### src/design/serializer_pkg.sv
// Package: constants and carrier types for the serial output unit
package serializer_pkg;

  // ************************************************************
  // Timing
  // ************************************************************
  localparam int unsigned CLK_PERIOD_NS  = 10;
  localparam int unsigned START_PULSE_NS = 19000;
  localparam int unsigned CLEAR_DELAY_NS = 6000;
  localparam int unsigned START_PULSE_CYC = (START_PULSE_NS + CLK_PERIOD_NS - 1) / CLK_PERIOD_NS;
  localparam int unsigned CLEAR_DELAY_CYC = (CLEAR_DELAY_NS + CLK_PERIOD_NS - 1) / CLK_PERIOD_NS;
  // 100 wpm: 100 ms per 7.5-unit character, half a unit per delay
  localparam int unsigned CHAR_TIME_NS    = 100000000;
  localparam int unsigned HALF_BIT_CYC    = CHAR_TIME_NS / CLK_PERIOD_NS / 15;

  // ************************************************************
  // Character format
  // ************************************************************
  localparam int unsigned CHAR_BITS   = 5;
  localparam logic [3:0]  CNT_START   = 4'h1;
  localparam logic [3:0]  CNT_LAST_DB = 4'h6;
  localparam logic [3:0]  CNT_END     = 4'h8;
  // Short stop: final half of 0.42 unit instead of 0.5 (ratio 21/25)
  localparam int unsigned SHORT_NUM   = 21;
  localparam int unsigned SHORT_DEN   = 25;

  // ************************************************************
  // Register map
  // ************************************************************
  localparam int unsigned RATE_W        = 24;
  localparam logic [3:0]  ADDR_CTRL     = 4'h0;
  localparam logic [3:0]  ADDR_HALF_BIT = 4'h4;
  localparam logic [3:0]  ADDR_STATUS   = 4'h8;
  localparam int unsigned CTRL_SHORT_POS = 0;
  localparam logic [1:0]  RESP_OKAY     = 2'h0;
  localparam logic [1:0]  RESP_SLVERR   = 2'h2;

  typedef struct packed {
    logic                 present;
    logic [CHAR_BITS-1:0] bits;
  } char_in_t;

  typedef struct packed {
    logic [3:0] count;
    logic       brk;
    logic       test;
    logic       line_mark;
    logic       xfer_full;
    logic       clock_run;
    logic       clock_control;
    logic       ack_latch;
    logic       char_request;
  } status_t;

  typedef enum logic [1:0] {
    CLK_IDLE  = 2'b00,
    CLK_START = 2'b01,
    CLK_RUN   = 2'b10
  } clk_state_t;

endpackage

### src/design/serial_output_unit.sv
// Serial output unit: five-bit parallel characters to start-stop line code
//
// Overview of operation
// - Acknowledge strobe loads the five-bit character into the transfer register.
// - Transfer moves to holding only while bit clock stopped, then transfer clears.
// - After the move, character request is enabled again toward the multiplexer.
// - Characters carry five data pulses, start and stop; 7.42 or 7.5 units.
// - Rate adjustable 60 to 100 wpm; 100 wpm gives 100 ms characters.
// - One full character buffered beside the one being sent.
// - Request is the only status; acknowledge drops it and starts sending.
// - Acknowledge without a character sends a blank character.
// - Unanswered request just holds the line marking, no error.
// - Line idles marking; leaves marking only at a start element, a zero data bit or on break.
// - Acknowledge sets the acknowledge latch, which qualifies clock control setting.
// - Clock control sets only with bit clock idle and latch set or test input active.
// - Setting clock control with latch set moves transfer into holding in that one cycle.
// - Setting clock control issues a 19 us start pulse; clock begins even.
// - Bit period is two half-bit delays; clock runs only with control set.
// - Transfer register clears 6 us after the move into holding.
// - Even pulse when clock sets, odd when it clears, never overlapping.
// - Eight clock cycles per character; then clock control clears, clock stops.
// - Serializer gates counter with holding bits and frames start and stop.
// - Test input sets clock control; unit inoperative for traffic meanwhile.
// - Space indicator active whenever the line is spacing or broken.
// - Count 1 start 0, counts 2-6 bits 4..0, stop 1 from 7.
// - Counter reaches eight; eight with odd pulse clears clock control.
`timescale 1ns/1ns

module serial_output_unit
  import serializer_pkg::*;
#(
  parameter int unsigned HALF_BIT_DEFAULT = HALF_BIT_CYC
) (
  input  wire logic        aclk,
  input  wire logic        aresetn,
  input  wire logic        clk_en,
  // AXI4-Lite slave
  input  wire logic [3:0]  s_axi_awaddr,
  input  wire logic        s_axi_awvalid,
  output logic             s_axi_awready,
  input  wire logic [31:0] s_axi_wdata,
  input  wire logic [3:0]  s_axi_wstrb,
  input  wire logic        s_axi_wvalid,
  output logic             s_axi_wready,
  output logic [1:0]       s_axi_bresp,
  output logic             s_axi_bvalid,
  input  wire logic        s_axi_bready,
  input  wire logic [3:0]  s_axi_araddr,
  input  wire logic        s_axi_arvalid,
  output logic             s_axi_arready,
  output logic [31:0]      s_axi_rdata,
  output logic [1:0]       s_axi_rresp,
  output logic             s_axi_rvalid,
  input  wire logic        s_axi_rready,
  // Multiplexer side
  input  wire char_in_t    char_in,
  input  wire logic        ack_strobe,
  output logic             char_request,
  // Line side and maintenance
  input  wire logic        maintenance_select,
  input  wire logic        break_in,
  output logic             line_keyer_driver,
  output logic             space_indicator
);

  // ************************************************************
  // Declarations
  // ************************************************************
  logic [1:0]            test_sync_q;
  logic [1:0]            break_sync_q;
  logic [CHAR_BITS-1:0]  xfer_q;
  logic                  xfer_full_q;
  logic [CHAR_BITS-1:0]  hold_q;
  logic                  ack_latch_ff_q;
  logic                  clock_control_ff_q;
  clk_state_t            clk_state_q;
  logic                  phase_q;
  logic [3:0]            count_q;
  logic [RATE_W-1:0]     half_cnt_q;
  logic [10:0]           start_cnt_q;
  logic [10:0]           clr_cnt_q;
  logic                  clr_pend_q;
  logic                  char_request_q;
  logic                  line_q;
  logic                  space_q;
  logic                  short_stop_q;
  logic [RATE_W-1:0]     half_bit_q;
  logic                  aw_held_q;
  logic [3:0]            aw_addr_q;
  logic                  w_held_q;
  logic [31:0]           w_data_q;
  logic [3:0]            w_strb_q;
  logic                  bvalid_q;
  logic [1:0]            bresp_q;
  logic                  rvalid_q;
  logic [31:0]           rdata_q;
  logic [1:0]            rresp_q;
  logic                  awready_q;
  logic                  wready_q;
  logic                  arready_q;

  // ************************************************************
  // Functions
  // ************************************************************
  // Serializer: counter state gated with holding-register bits
  function automatic logic serial_bit(input logic [3:0] cnt, input logic [CHAR_BITS-1:0] bits);
    logic [3:0] idx;
    idx = CNT_LAST_DB - cnt;
    if (cnt == CNT_START) begin
      serial_bit = 1'b0;
    end else if (cnt > CNT_START && cnt <= CNT_LAST_DB) begin
      serial_bit = bits[idx[2:0]];
    end else begin
      serial_bit = 1'b1;
    end
  endfunction

  function automatic logic [31:0] merge(input logic [31:0] old, input logic [31:0] val, input logic [3:0] strb);
    logic [31:0] res;
    res = old;
    for (int i = 0; i < 4; i++) begin
      if (strb[i]) begin
        res[8*i +: 8] = val[8*i +: 8];
      end
    end
    merge = res;
  endfunction

  // ************************************************************
  // Decoding
  // ************************************************************
  wire logic                 test_s      = test_sync_q[1];
  wire logic                 break_s     = break_sync_q[1];
  wire logic                 clock_idle  = (clk_state_q == CLK_IDLE) && !clock_control_ff_q;
  wire logic                 set_control = clock_idle && (ack_latch_ff_q || test_s);
  wire logic                 do_move     = clock_idle && ack_latch_ff_q;
  wire logic                 ack_take    = ack_strobe && !test_s;
  wire logic                 half_done   = (half_cnt_q == '0);
  wire logic                 even_pulse  = (clk_state_q == CLK_START && start_cnt_q == '0) ||
                                           (clk_state_q == CLK_RUN && half_done && !phase_q);
  wire logic                 odd_pulse   = clk_state_q == CLK_RUN && half_done && phase_q;
  wire logic                 last_odd    = odd_pulse && count_q == CNT_END;
  wire logic [RATE_W+5:0]    short_prod  = {6'h00, half_bit_q} * (RATE_W+6)'(SHORT_NUM);
  wire logic [RATE_W-1:0]    short_half  = RATE_W'(short_prod / (RATE_W+6)'(SHORT_DEN));
  wire logic [3:0]           next_count  = count_q + 4'h1;
  wire logic [RATE_W-1:0]    even_load   = (short_stop_q && next_count == CNT_END) ? short_half : half_bit_q;
  wire logic                 next_line   = !break_s && serial_bit(count_q, hold_q);
  // Readies are registered from next state so every bus output leaves a flip-flop
  wire logic                 aw_ready    = awready_q;
  wire logic                 w_ready     = wready_q;
  wire logic                 do_write    = aw_held_q && w_held_q && !bvalid_q;
  wire logic                 ar_ready    = arready_q;
  wire logic                 aw_held_d   = !do_write && (aw_held_q || (s_axi_awvalid && aw_ready));
  wire logic                 w_held_d    = !do_write && (w_held_q || (s_axi_wvalid && w_ready));
  wire logic                 bvalid_d    = do_write || (bvalid_q && !s_axi_bready);
  wire logic                 rvalid_d    = (s_axi_arvalid && ar_ready) || (rvalid_q && !s_axi_rready);
  wire logic                 wr_ctrl     = aw_addr_q == ADDR_CTRL;
  wire logic                 wr_half     = aw_addr_q == ADDR_HALF_BIT;
  wire logic [31:0]          ctrl_word   = {31'h00000000, short_stop_q};
  wire logic [31:0]          half_word   = {{(32-RATE_W){1'b0}}, half_bit_q};
  wire logic [31:0]          ctrl_new    = merge(ctrl_word, w_data_q, w_strb_q);
  wire logic [31:0]          half_new    = merge(half_word, w_data_q, w_strb_q);
  wire status_t              status      = '{count: count_q, brk: break_s, test: test_s,
                                             line_mark: line_q, xfer_full: xfer_full_q,
                                             clock_run: clk_state_q != CLK_IDLE,
                                             clock_control: clock_control_ff_q,
                                             ack_latch: ack_latch_ff_q, char_request: char_request_q};

  // ************************************************************
  // Pin synchronisers
  // ************************************************************
  always_ff @(posedge aclk) begin
    if (!aresetn) begin
      test_sync_q  <= 2'h0;
      break_sync_q <= 2'h0;
    end else if (clk_en) begin
      test_sync_q  <= {test_sync_q[0], maintenance_select};
      break_sync_q <= {break_sync_q[0], break_in};
    end
  end

  // ************************************************************
  // Transfer, holding and register control
  // ************************************************************
  always_ff @(posedge aclk) begin
    if (!aresetn) begin
      xfer_q         <= '0;
      xfer_full_q    <= 1'b0;
      hold_q         <= '0;
      ack_latch_ff_q <= 1'b0;
      char_request_q <= 1'b1;
      clr_pend_q     <= 1'b0;
      clr_cnt_q      <= '0;
    end else if (clk_en) begin
      if (ack_take) begin
        // Missing character goes out as blank
        xfer_q         <= char_in.present ? char_in.bits : '0;
        xfer_full_q    <= 1'b1;
        ack_latch_ff_q <= 1'b1;
        char_request_q <= 1'b0;
      end else if (do_move) begin
        hold_q         <= xfer_q;
        ack_latch_ff_q <= 1'b0;
        clr_pend_q     <= 1'b1;
        clr_cnt_q      <= 11'(CLEAR_DELAY_CYC - 1);
      end else if (clr_pend_q) begin
        if (clr_cnt_q == '0) begin
          xfer_q         <= '0;
          xfer_full_q    <= 1'b0;
          clr_pend_q     <= 1'b0;
          // Request waits for the clear so a new character cannot be wiped
          char_request_q <= !test_s;
        end else begin
          clr_cnt_q <= clr_cnt_q - 11'h001;
        end
      end else if (!xfer_full_q && !ack_latch_ff_q) begin
        char_request_q <= !test_s;
      end
    end
  end

  // ************************************************************
  // Clock control, bit clock and counter
  // ************************************************************
  always_ff @(posedge aclk) begin
    if (!aresetn) begin
      clock_control_ff_q <= 1'b0;
      clk_state_q        <= CLK_IDLE;
      phase_q            <= 1'b0;
      count_q            <= 4'h0;
      half_cnt_q         <= '0;
      start_cnt_q        <= '0;
    end else if (clk_en) begin
      unique case (clk_state_q)
        CLK_IDLE: begin
          if (set_control) begin
            clock_control_ff_q <= 1'b1;
            clk_state_q        <= CLK_START;
            start_cnt_q        <= 11'(START_PULSE_CYC - 1);
          end
        end
        CLK_START: begin
          if (even_pulse) begin
            clk_state_q <= CLK_RUN;
            phase_q     <= 1'b1;
            count_q     <= next_count;
            half_cnt_q  <= half_bit_q - 1'b1;
          end else begin
            start_cnt_q <= start_cnt_q - 11'h001;
          end
        end
        CLK_RUN: begin
          if (last_odd) begin
            clock_control_ff_q <= 1'b0;
            clk_state_q        <= CLK_IDLE;
            phase_q            <= 1'b0;
            count_q            <= 4'h0;
          end else if (odd_pulse) begin
            phase_q    <= 1'b0;
            half_cnt_q <= half_bit_q - 1'b1;
          end else if (even_pulse) begin
            phase_q    <= 1'b1;
            count_q    <= next_count;
            half_cnt_q <= even_load - 1'b1;
          end else begin
            half_cnt_q <= half_cnt_q - 1'b1;
          end
        end
        default: begin
          clk_state_q <= CLK_IDLE;
        end
      endcase
    end
  end

  // ************************************************************
  // Line keying
  // ************************************************************
  always_ff @(posedge aclk) begin
    if (!aresetn) begin
      line_q  <= 1'b1;
      space_q <= 1'b0;
    end else if (clk_en) begin
      line_q  <= next_line;
      space_q <= !next_line;
    end
  end

  // ************************************************************
  // AXI4-Lite slave
  // ************************************************************
  always_ff @(posedge aclk) begin
    if (!aresetn) begin
      aw_held_q    <= 1'b0;
      aw_addr_q    <= 4'h0;
      w_held_q     <= 1'b0;
      w_data_q     <= 32'h00000000;
      w_strb_q     <= 4'h0;
      bvalid_q     <= 1'b0;
      bresp_q      <= RESP_OKAY;
      short_stop_q <= 1'b0;
      half_bit_q   <= RATE_W'(HALF_BIT_DEFAULT);
      awready_q    <= 1'b1;
      wready_q     <= 1'b1;
    end else if (clk_en) begin
      awready_q <= !aw_held_d && !bvalid_d;
      wready_q  <= !w_held_d && !bvalid_d;
      if (s_axi_awvalid && aw_ready) begin
        aw_held_q <= 1'b1;
        aw_addr_q <= s_axi_awaddr;
      end
      if (s_axi_wvalid && w_ready) begin
        w_held_q <= 1'b1;
        w_data_q <= s_axi_wdata;
        w_strb_q <= s_axi_wstrb;
      end
      if (do_write) begin
        aw_held_q <= 1'b0;
        w_held_q  <= 1'b0;
        bvalid_q  <= 1'b1;
        bresp_q   <= (wr_ctrl || wr_half) ? RESP_OKAY : RESP_SLVERR;
        if (wr_ctrl) begin
          short_stop_q <= ctrl_new[CTRL_SHORT_POS];
        end
        if (wr_half && half_new[RATE_W-1:0] != '0) begin
          half_bit_q <= half_new[RATE_W-1:0];
        end
      end else if (bvalid_q && s_axi_bready) begin
        bvalid_q <= 1'b0;
      end
    end
  end

  always_ff @(posedge aclk) begin
    if (!aresetn) begin
      rvalid_q <= 1'b0;
      rdata_q  <= 32'h00000000;
      rresp_q  <= RESP_OKAY;
      arready_q <= 1'b1;
    end else if (clk_en) begin
      arready_q <= !rvalid_d;
      if (s_axi_arvalid && ar_ready) begin
        rvalid_q <= 1'b1;
        rresp_q  <= RESP_OKAY;
        unique case (s_axi_araddr)
          ADDR_CTRL:     rdata_q <= ctrl_word;
          ADDR_HALF_BIT: rdata_q <= half_word;
          ADDR_STATUS:   rdata_q <= {{(32-$bits(status_t)){1'b0}}, status};
          default: begin
            rdata_q <= 32'h00000000;
            rresp_q <= RESP_SLVERR;
          end
        endcase
      end else if (rvalid_q && s_axi_rready) begin
        rvalid_q <= 1'b0;
      end
    end
  end

  // ************************************************************
  // Outputs
  // ************************************************************
  assign s_axi_awready     = awready_q;
  assign s_axi_wready      = wready_q;
  assign s_axi_bvalid      = bvalid_q;
  assign s_axi_bresp       = bresp_q;
  assign s_axi_arready     = arready_q;
  assign s_axi_rvalid      = rvalid_q;
  assign s_axi_rdata       = rdata_q;
  assign s_axi_rresp       = rresp_q;
  assign char_request      = char_request_q;
  assign line_keyer_driver = line_q;
  assign space_indicator   = space_q;

endmodule // serial_output_unit

### config.mk
export PLATFORM = sky130hd
export DESIGN_NAME = serial_output_unit
export DESIGN_NICKNAME = d
export VERILOG_FILES = /design/src/design/serializer_pkg.sv /design/src/design/serial_output_unit.sv
export SDC_FILE = /design/constraint.sdc
export NUM_CORES = 1
export LEC_CHECK = 0
export ABC_AREA = 1
export BUFFER_PORTS_ARGS = -buffer_cell sky130_fd_sc_hd__buf_2
export CAP_MARGIN = 20
export CORE_ASPECT_RATIO = 1.75
export CORE_MARGIN = 5
export CORE_UTILIZATION = 54
export DETAILED_ROUTE_END_ITERATION = 10
export MAX_ROUTING_LAYER = met4
export PLACE_DENSITY = 0.71
export SLEW_MARGIN = 20
export SYNTH_ARGS = -nofsm -noshare
export SYNTH_HDL_FRONTEND = slang
export SYNTH_SLANG_ARGS = --single-unit
export TNS_END_PERCENT = 50
### constraint.sdc
create_clock -name aclk -period 21.6 [get_ports aclk]
set_input_delay 1.08 -clock aclk [delete_from_list [all_inputs] [get_ports aclk]]
set_output_delay 1.08 -clock aclk [all_outputs]
set_load 0.005 [all_outputs]
==> results.cfg <==
[yosys]
syn_area_um2 = 16500
ys_ff_latch = 163
yosysSeqAreaShare_pct = 19.8
yosysUniqueCellTypes = 69
postSynth.asyncResetShare_pct = 0
synth-main-ff-cell = dfxtp_1
avgSynthCellArea_um2 = 6.39
synthCells = 2581
ys_warn_count = 0
synth_edf_count = 0

[clocking]
clk_latency_ns = 0.44
cts_resized = 0
cts.sinks = 163
cts_buffer_depth = 2
tritoncts = done
postCtsSetupBuffers = 0
holdBufCountCts = 0
h-tree-depth = 4
root_buffer = clkbuf_16
cts_buffers = 17
clk_pin_slew_ns = 0.07

[routing]
vias = 16800
totalWireLength_mm = 47.2
viasPerCell = 5.55
wl_per_cell_um = 15.5
drt-initial-drc-count = 899
ant_nets = 0
drc = 0
drtPass1Iterations = 6

[cells_and_area]
drive_gt1_share_pct = 16.5
fillers = 3048
diodes = 0
final_nets = 2805
syn_to_final_growth_pct = 7.65

[setup_path]
crit_end = half_cnt_q[20]$_SDFFE_PN0P_
crit_type = reg2reg
crit_slowest_cell = dfxtp_1
r2r_cells = 137
critPathMaxStageDelay_ns = 0.77
cp-startpoint = half_bit_q[8]$_SDFFE_PN0P_
crit_buf_inv = 6
r2r_slack_ns = 4.12
required_ns = 21.94
reg2reg_to = half_cnt_q[20]$_SDFFE_PN0P_
path_max_fanout = 10
cp.depth = 137
crit_path_end_kind = flip-flop
worstPathArrival_ns = 17.83
worst_path_most_repeated_cell = nand2_2
r2r-start = half_bit_q[8]$_SDFFE_PN0P_
cp-start-kind = flip-flop
crit_family = simple AND/OR/NAND/NOR gates

[die]
initial_core_util_pct = 54.7
die_area_um2 = 34300
die_w_um = 142
core_um2 = 30200
rows = 84
die_h_um = 241
io_pins = 105

[sta]
slew_viol_final = 0
max_freq_ghz = 0.0572
rsz0062_at_grt = false
timing.setup.tns_ns = 0
post-route-min-period_ns = 17.48
finalSetupViolCount = 0
clock_skew_ns = 0.00693
period_share_pct = 80.9
relSlewSlack_pct = 40.1
hold_viol_final = 0
worst_slew_pin_slew_ns = 0.897

[placement]
dp_hpwl_mm = 37.7
io_buffers = 85
gp_congestion = 0.983

[global_routing]
grt_pass1_wl_mm = 77.2
grt_pass1_vias = 16200
grt_max_degree = 72
antenna_found_initial = 0
grt_usage_pct = 28.3
overflow = 0

[min_path]
worstHoldStart = w_data_q[19]$_SDFFE_PN0P_
holdCritPathClass = reg2reg

[status]
status = finished clean

[run]
drv_cap = 0
==> layout make-up <==
class                   count  area (um2)  area share (%)
clock buffers              20         447            2.51
clock inverters            11         176           0.993
inverters                 396        1520            8.54
well taps                 387         484            2.73
flip-flops and latches    163        3260            18.4
repair buffers            101         546            3.07
multi-input cells        1958       11300            63.8
==> synthesized netlist by cell type (all sizes together), types with 2 or more instances <==
cell type,count,area (um2)
nand2,727,3460
inv,379,1420
nor2,246,1080
a21oi,192,972
nand3,192,1100
o21ai,178,910
dfxtp,163,3260
ha,89,1110
nand4,75,583
clkbuf,55,290
xor2,45,402
nor3,35,190
a211oi,20,150
fa,18,360
o211ai,18,140
a31oi,17,113
buf,17,129
xnor2,17,149
clkinv,15,58.8
o21a,15,113
nor4,12,75.1
o22ai,8,50.1
nand3b,6,45.0
and2,5,32.5
o21bai,5,45.0
and3,4,25.0
or2,4,25.0
a21boi,2,15.0
a22oi,2,15.0
a311oi,2,17.5
a31o,2,17.5
bufinv,2,35.0
nor3b,2,15.0
o221ai,2,17.5
or4,2,15.0
==> sequential cells by signal, indices dropped and copies added, names as in the netlist, 2 cells and up <==
signal	flops
half_cnt_q	24
clk_state_q	2
w_strb_q	3
aw_addr_q	4
count_q	4
start_cnt_q	11
s_axi_rdata	24
clr_cnt_q	11
xfer_q	5
half_bit_q	24
test_sync_q	2
w_data_q	24
hold_q	5
break_sync_q	2
==> cell usage in the layout (no fill, tap or decap), types with 18 or more instances in the layout <==
cell	n
o21ai_1	30
fa_1	18
nand4_1	61
inv_2	31
dfxtp_1	163
nor3_1	32
a211oi_1	20
a21oi_1	189
xor2_1	44
inv_1	348
nand3_1	171
nand2_2	128
buf_2	85
nand2_1	546
nand2_4	52
nor2_2	19
o21ai_0	143
ha_1	89
nor2_1	213
==> stage by stage <==
| step | area (um2) | cells | setup WS, ns | util (%) | hold WS, ns |
|---|---|---|---|---|---|
| after global placement | 17100 | 3005 | 4.50 | 56.8 | 0.439 |
| after global routing | 17800 | 3036 | 2.21 | 58.9 | 0.474 |
| final | 17800 | 3036 | 4.12 | 58.9 | 0.451 |
| after detailed placement | 17100 | 3005 | 4.10 | 56.8 | 0.440 |
| after CTS | 17800 | 3036 | 4.04 | 58.9 | 0.451 |
| after floorplan | 16500 | 2590 | 7.12 | - | 0.424 |
==> metal layers <==
metal	vias to the layer above	global-route usage, %	share of wire, %
li1	8511	-	-
met1	7767	28.1	38
met2	415	53.3	53
met3	146	3.06	3.6
met4	0	15.0	5.8
met5	-	-	0
==> worst min path at each step <==
stage / slack [ns] / depth (start not counted) / to
after global placement: 0.44 / 2 / w_data_q[19]$_SDFFE_PN0P_
after floorplan: 0.42 / 2 / w_data_q[18]$_SDFFE_PN0P_
final: 0.45 / 2 / w_data_q[19]$_SDFFE_PN0P_
after detailed placement: 0.44 / 2 / w_data_q[19]$_SDFFE_PN0P_
after global routing: 0.47 / 2 / w_data_q[19]$_SDFFE_PN0P_
after CTS: 0.45 / 2 / w_data_q[19]$_SDFFE_PN0P_
==> logic make-up after synthesis <==
kind of cell             share of synthesized area (%)
AND/OR/NAND/NOR                                   40.3
other                                           0.0227
flip-flops                                        19.8
adder cells (fa/ha/maj)                           8.93
AO/OA/AOI/OAI                                     15.9
buffers and inverters                             11.8
XOR/XNOR                                          3.34
==> worst register-to-register path: cells and delay by family (launching register included) <==
kind | cells | cell delay, ns
simple gates | 122 | 13.81
fa+ha+maj | 6 | 1.90
flops | 1 | 0.77
compound gates | 3 | 0.49
buf+inv | 6 | 0.46
Power is not shown: default switching activity piles up to over one toggle a cycle in this logic, so the estimate is an artifact.
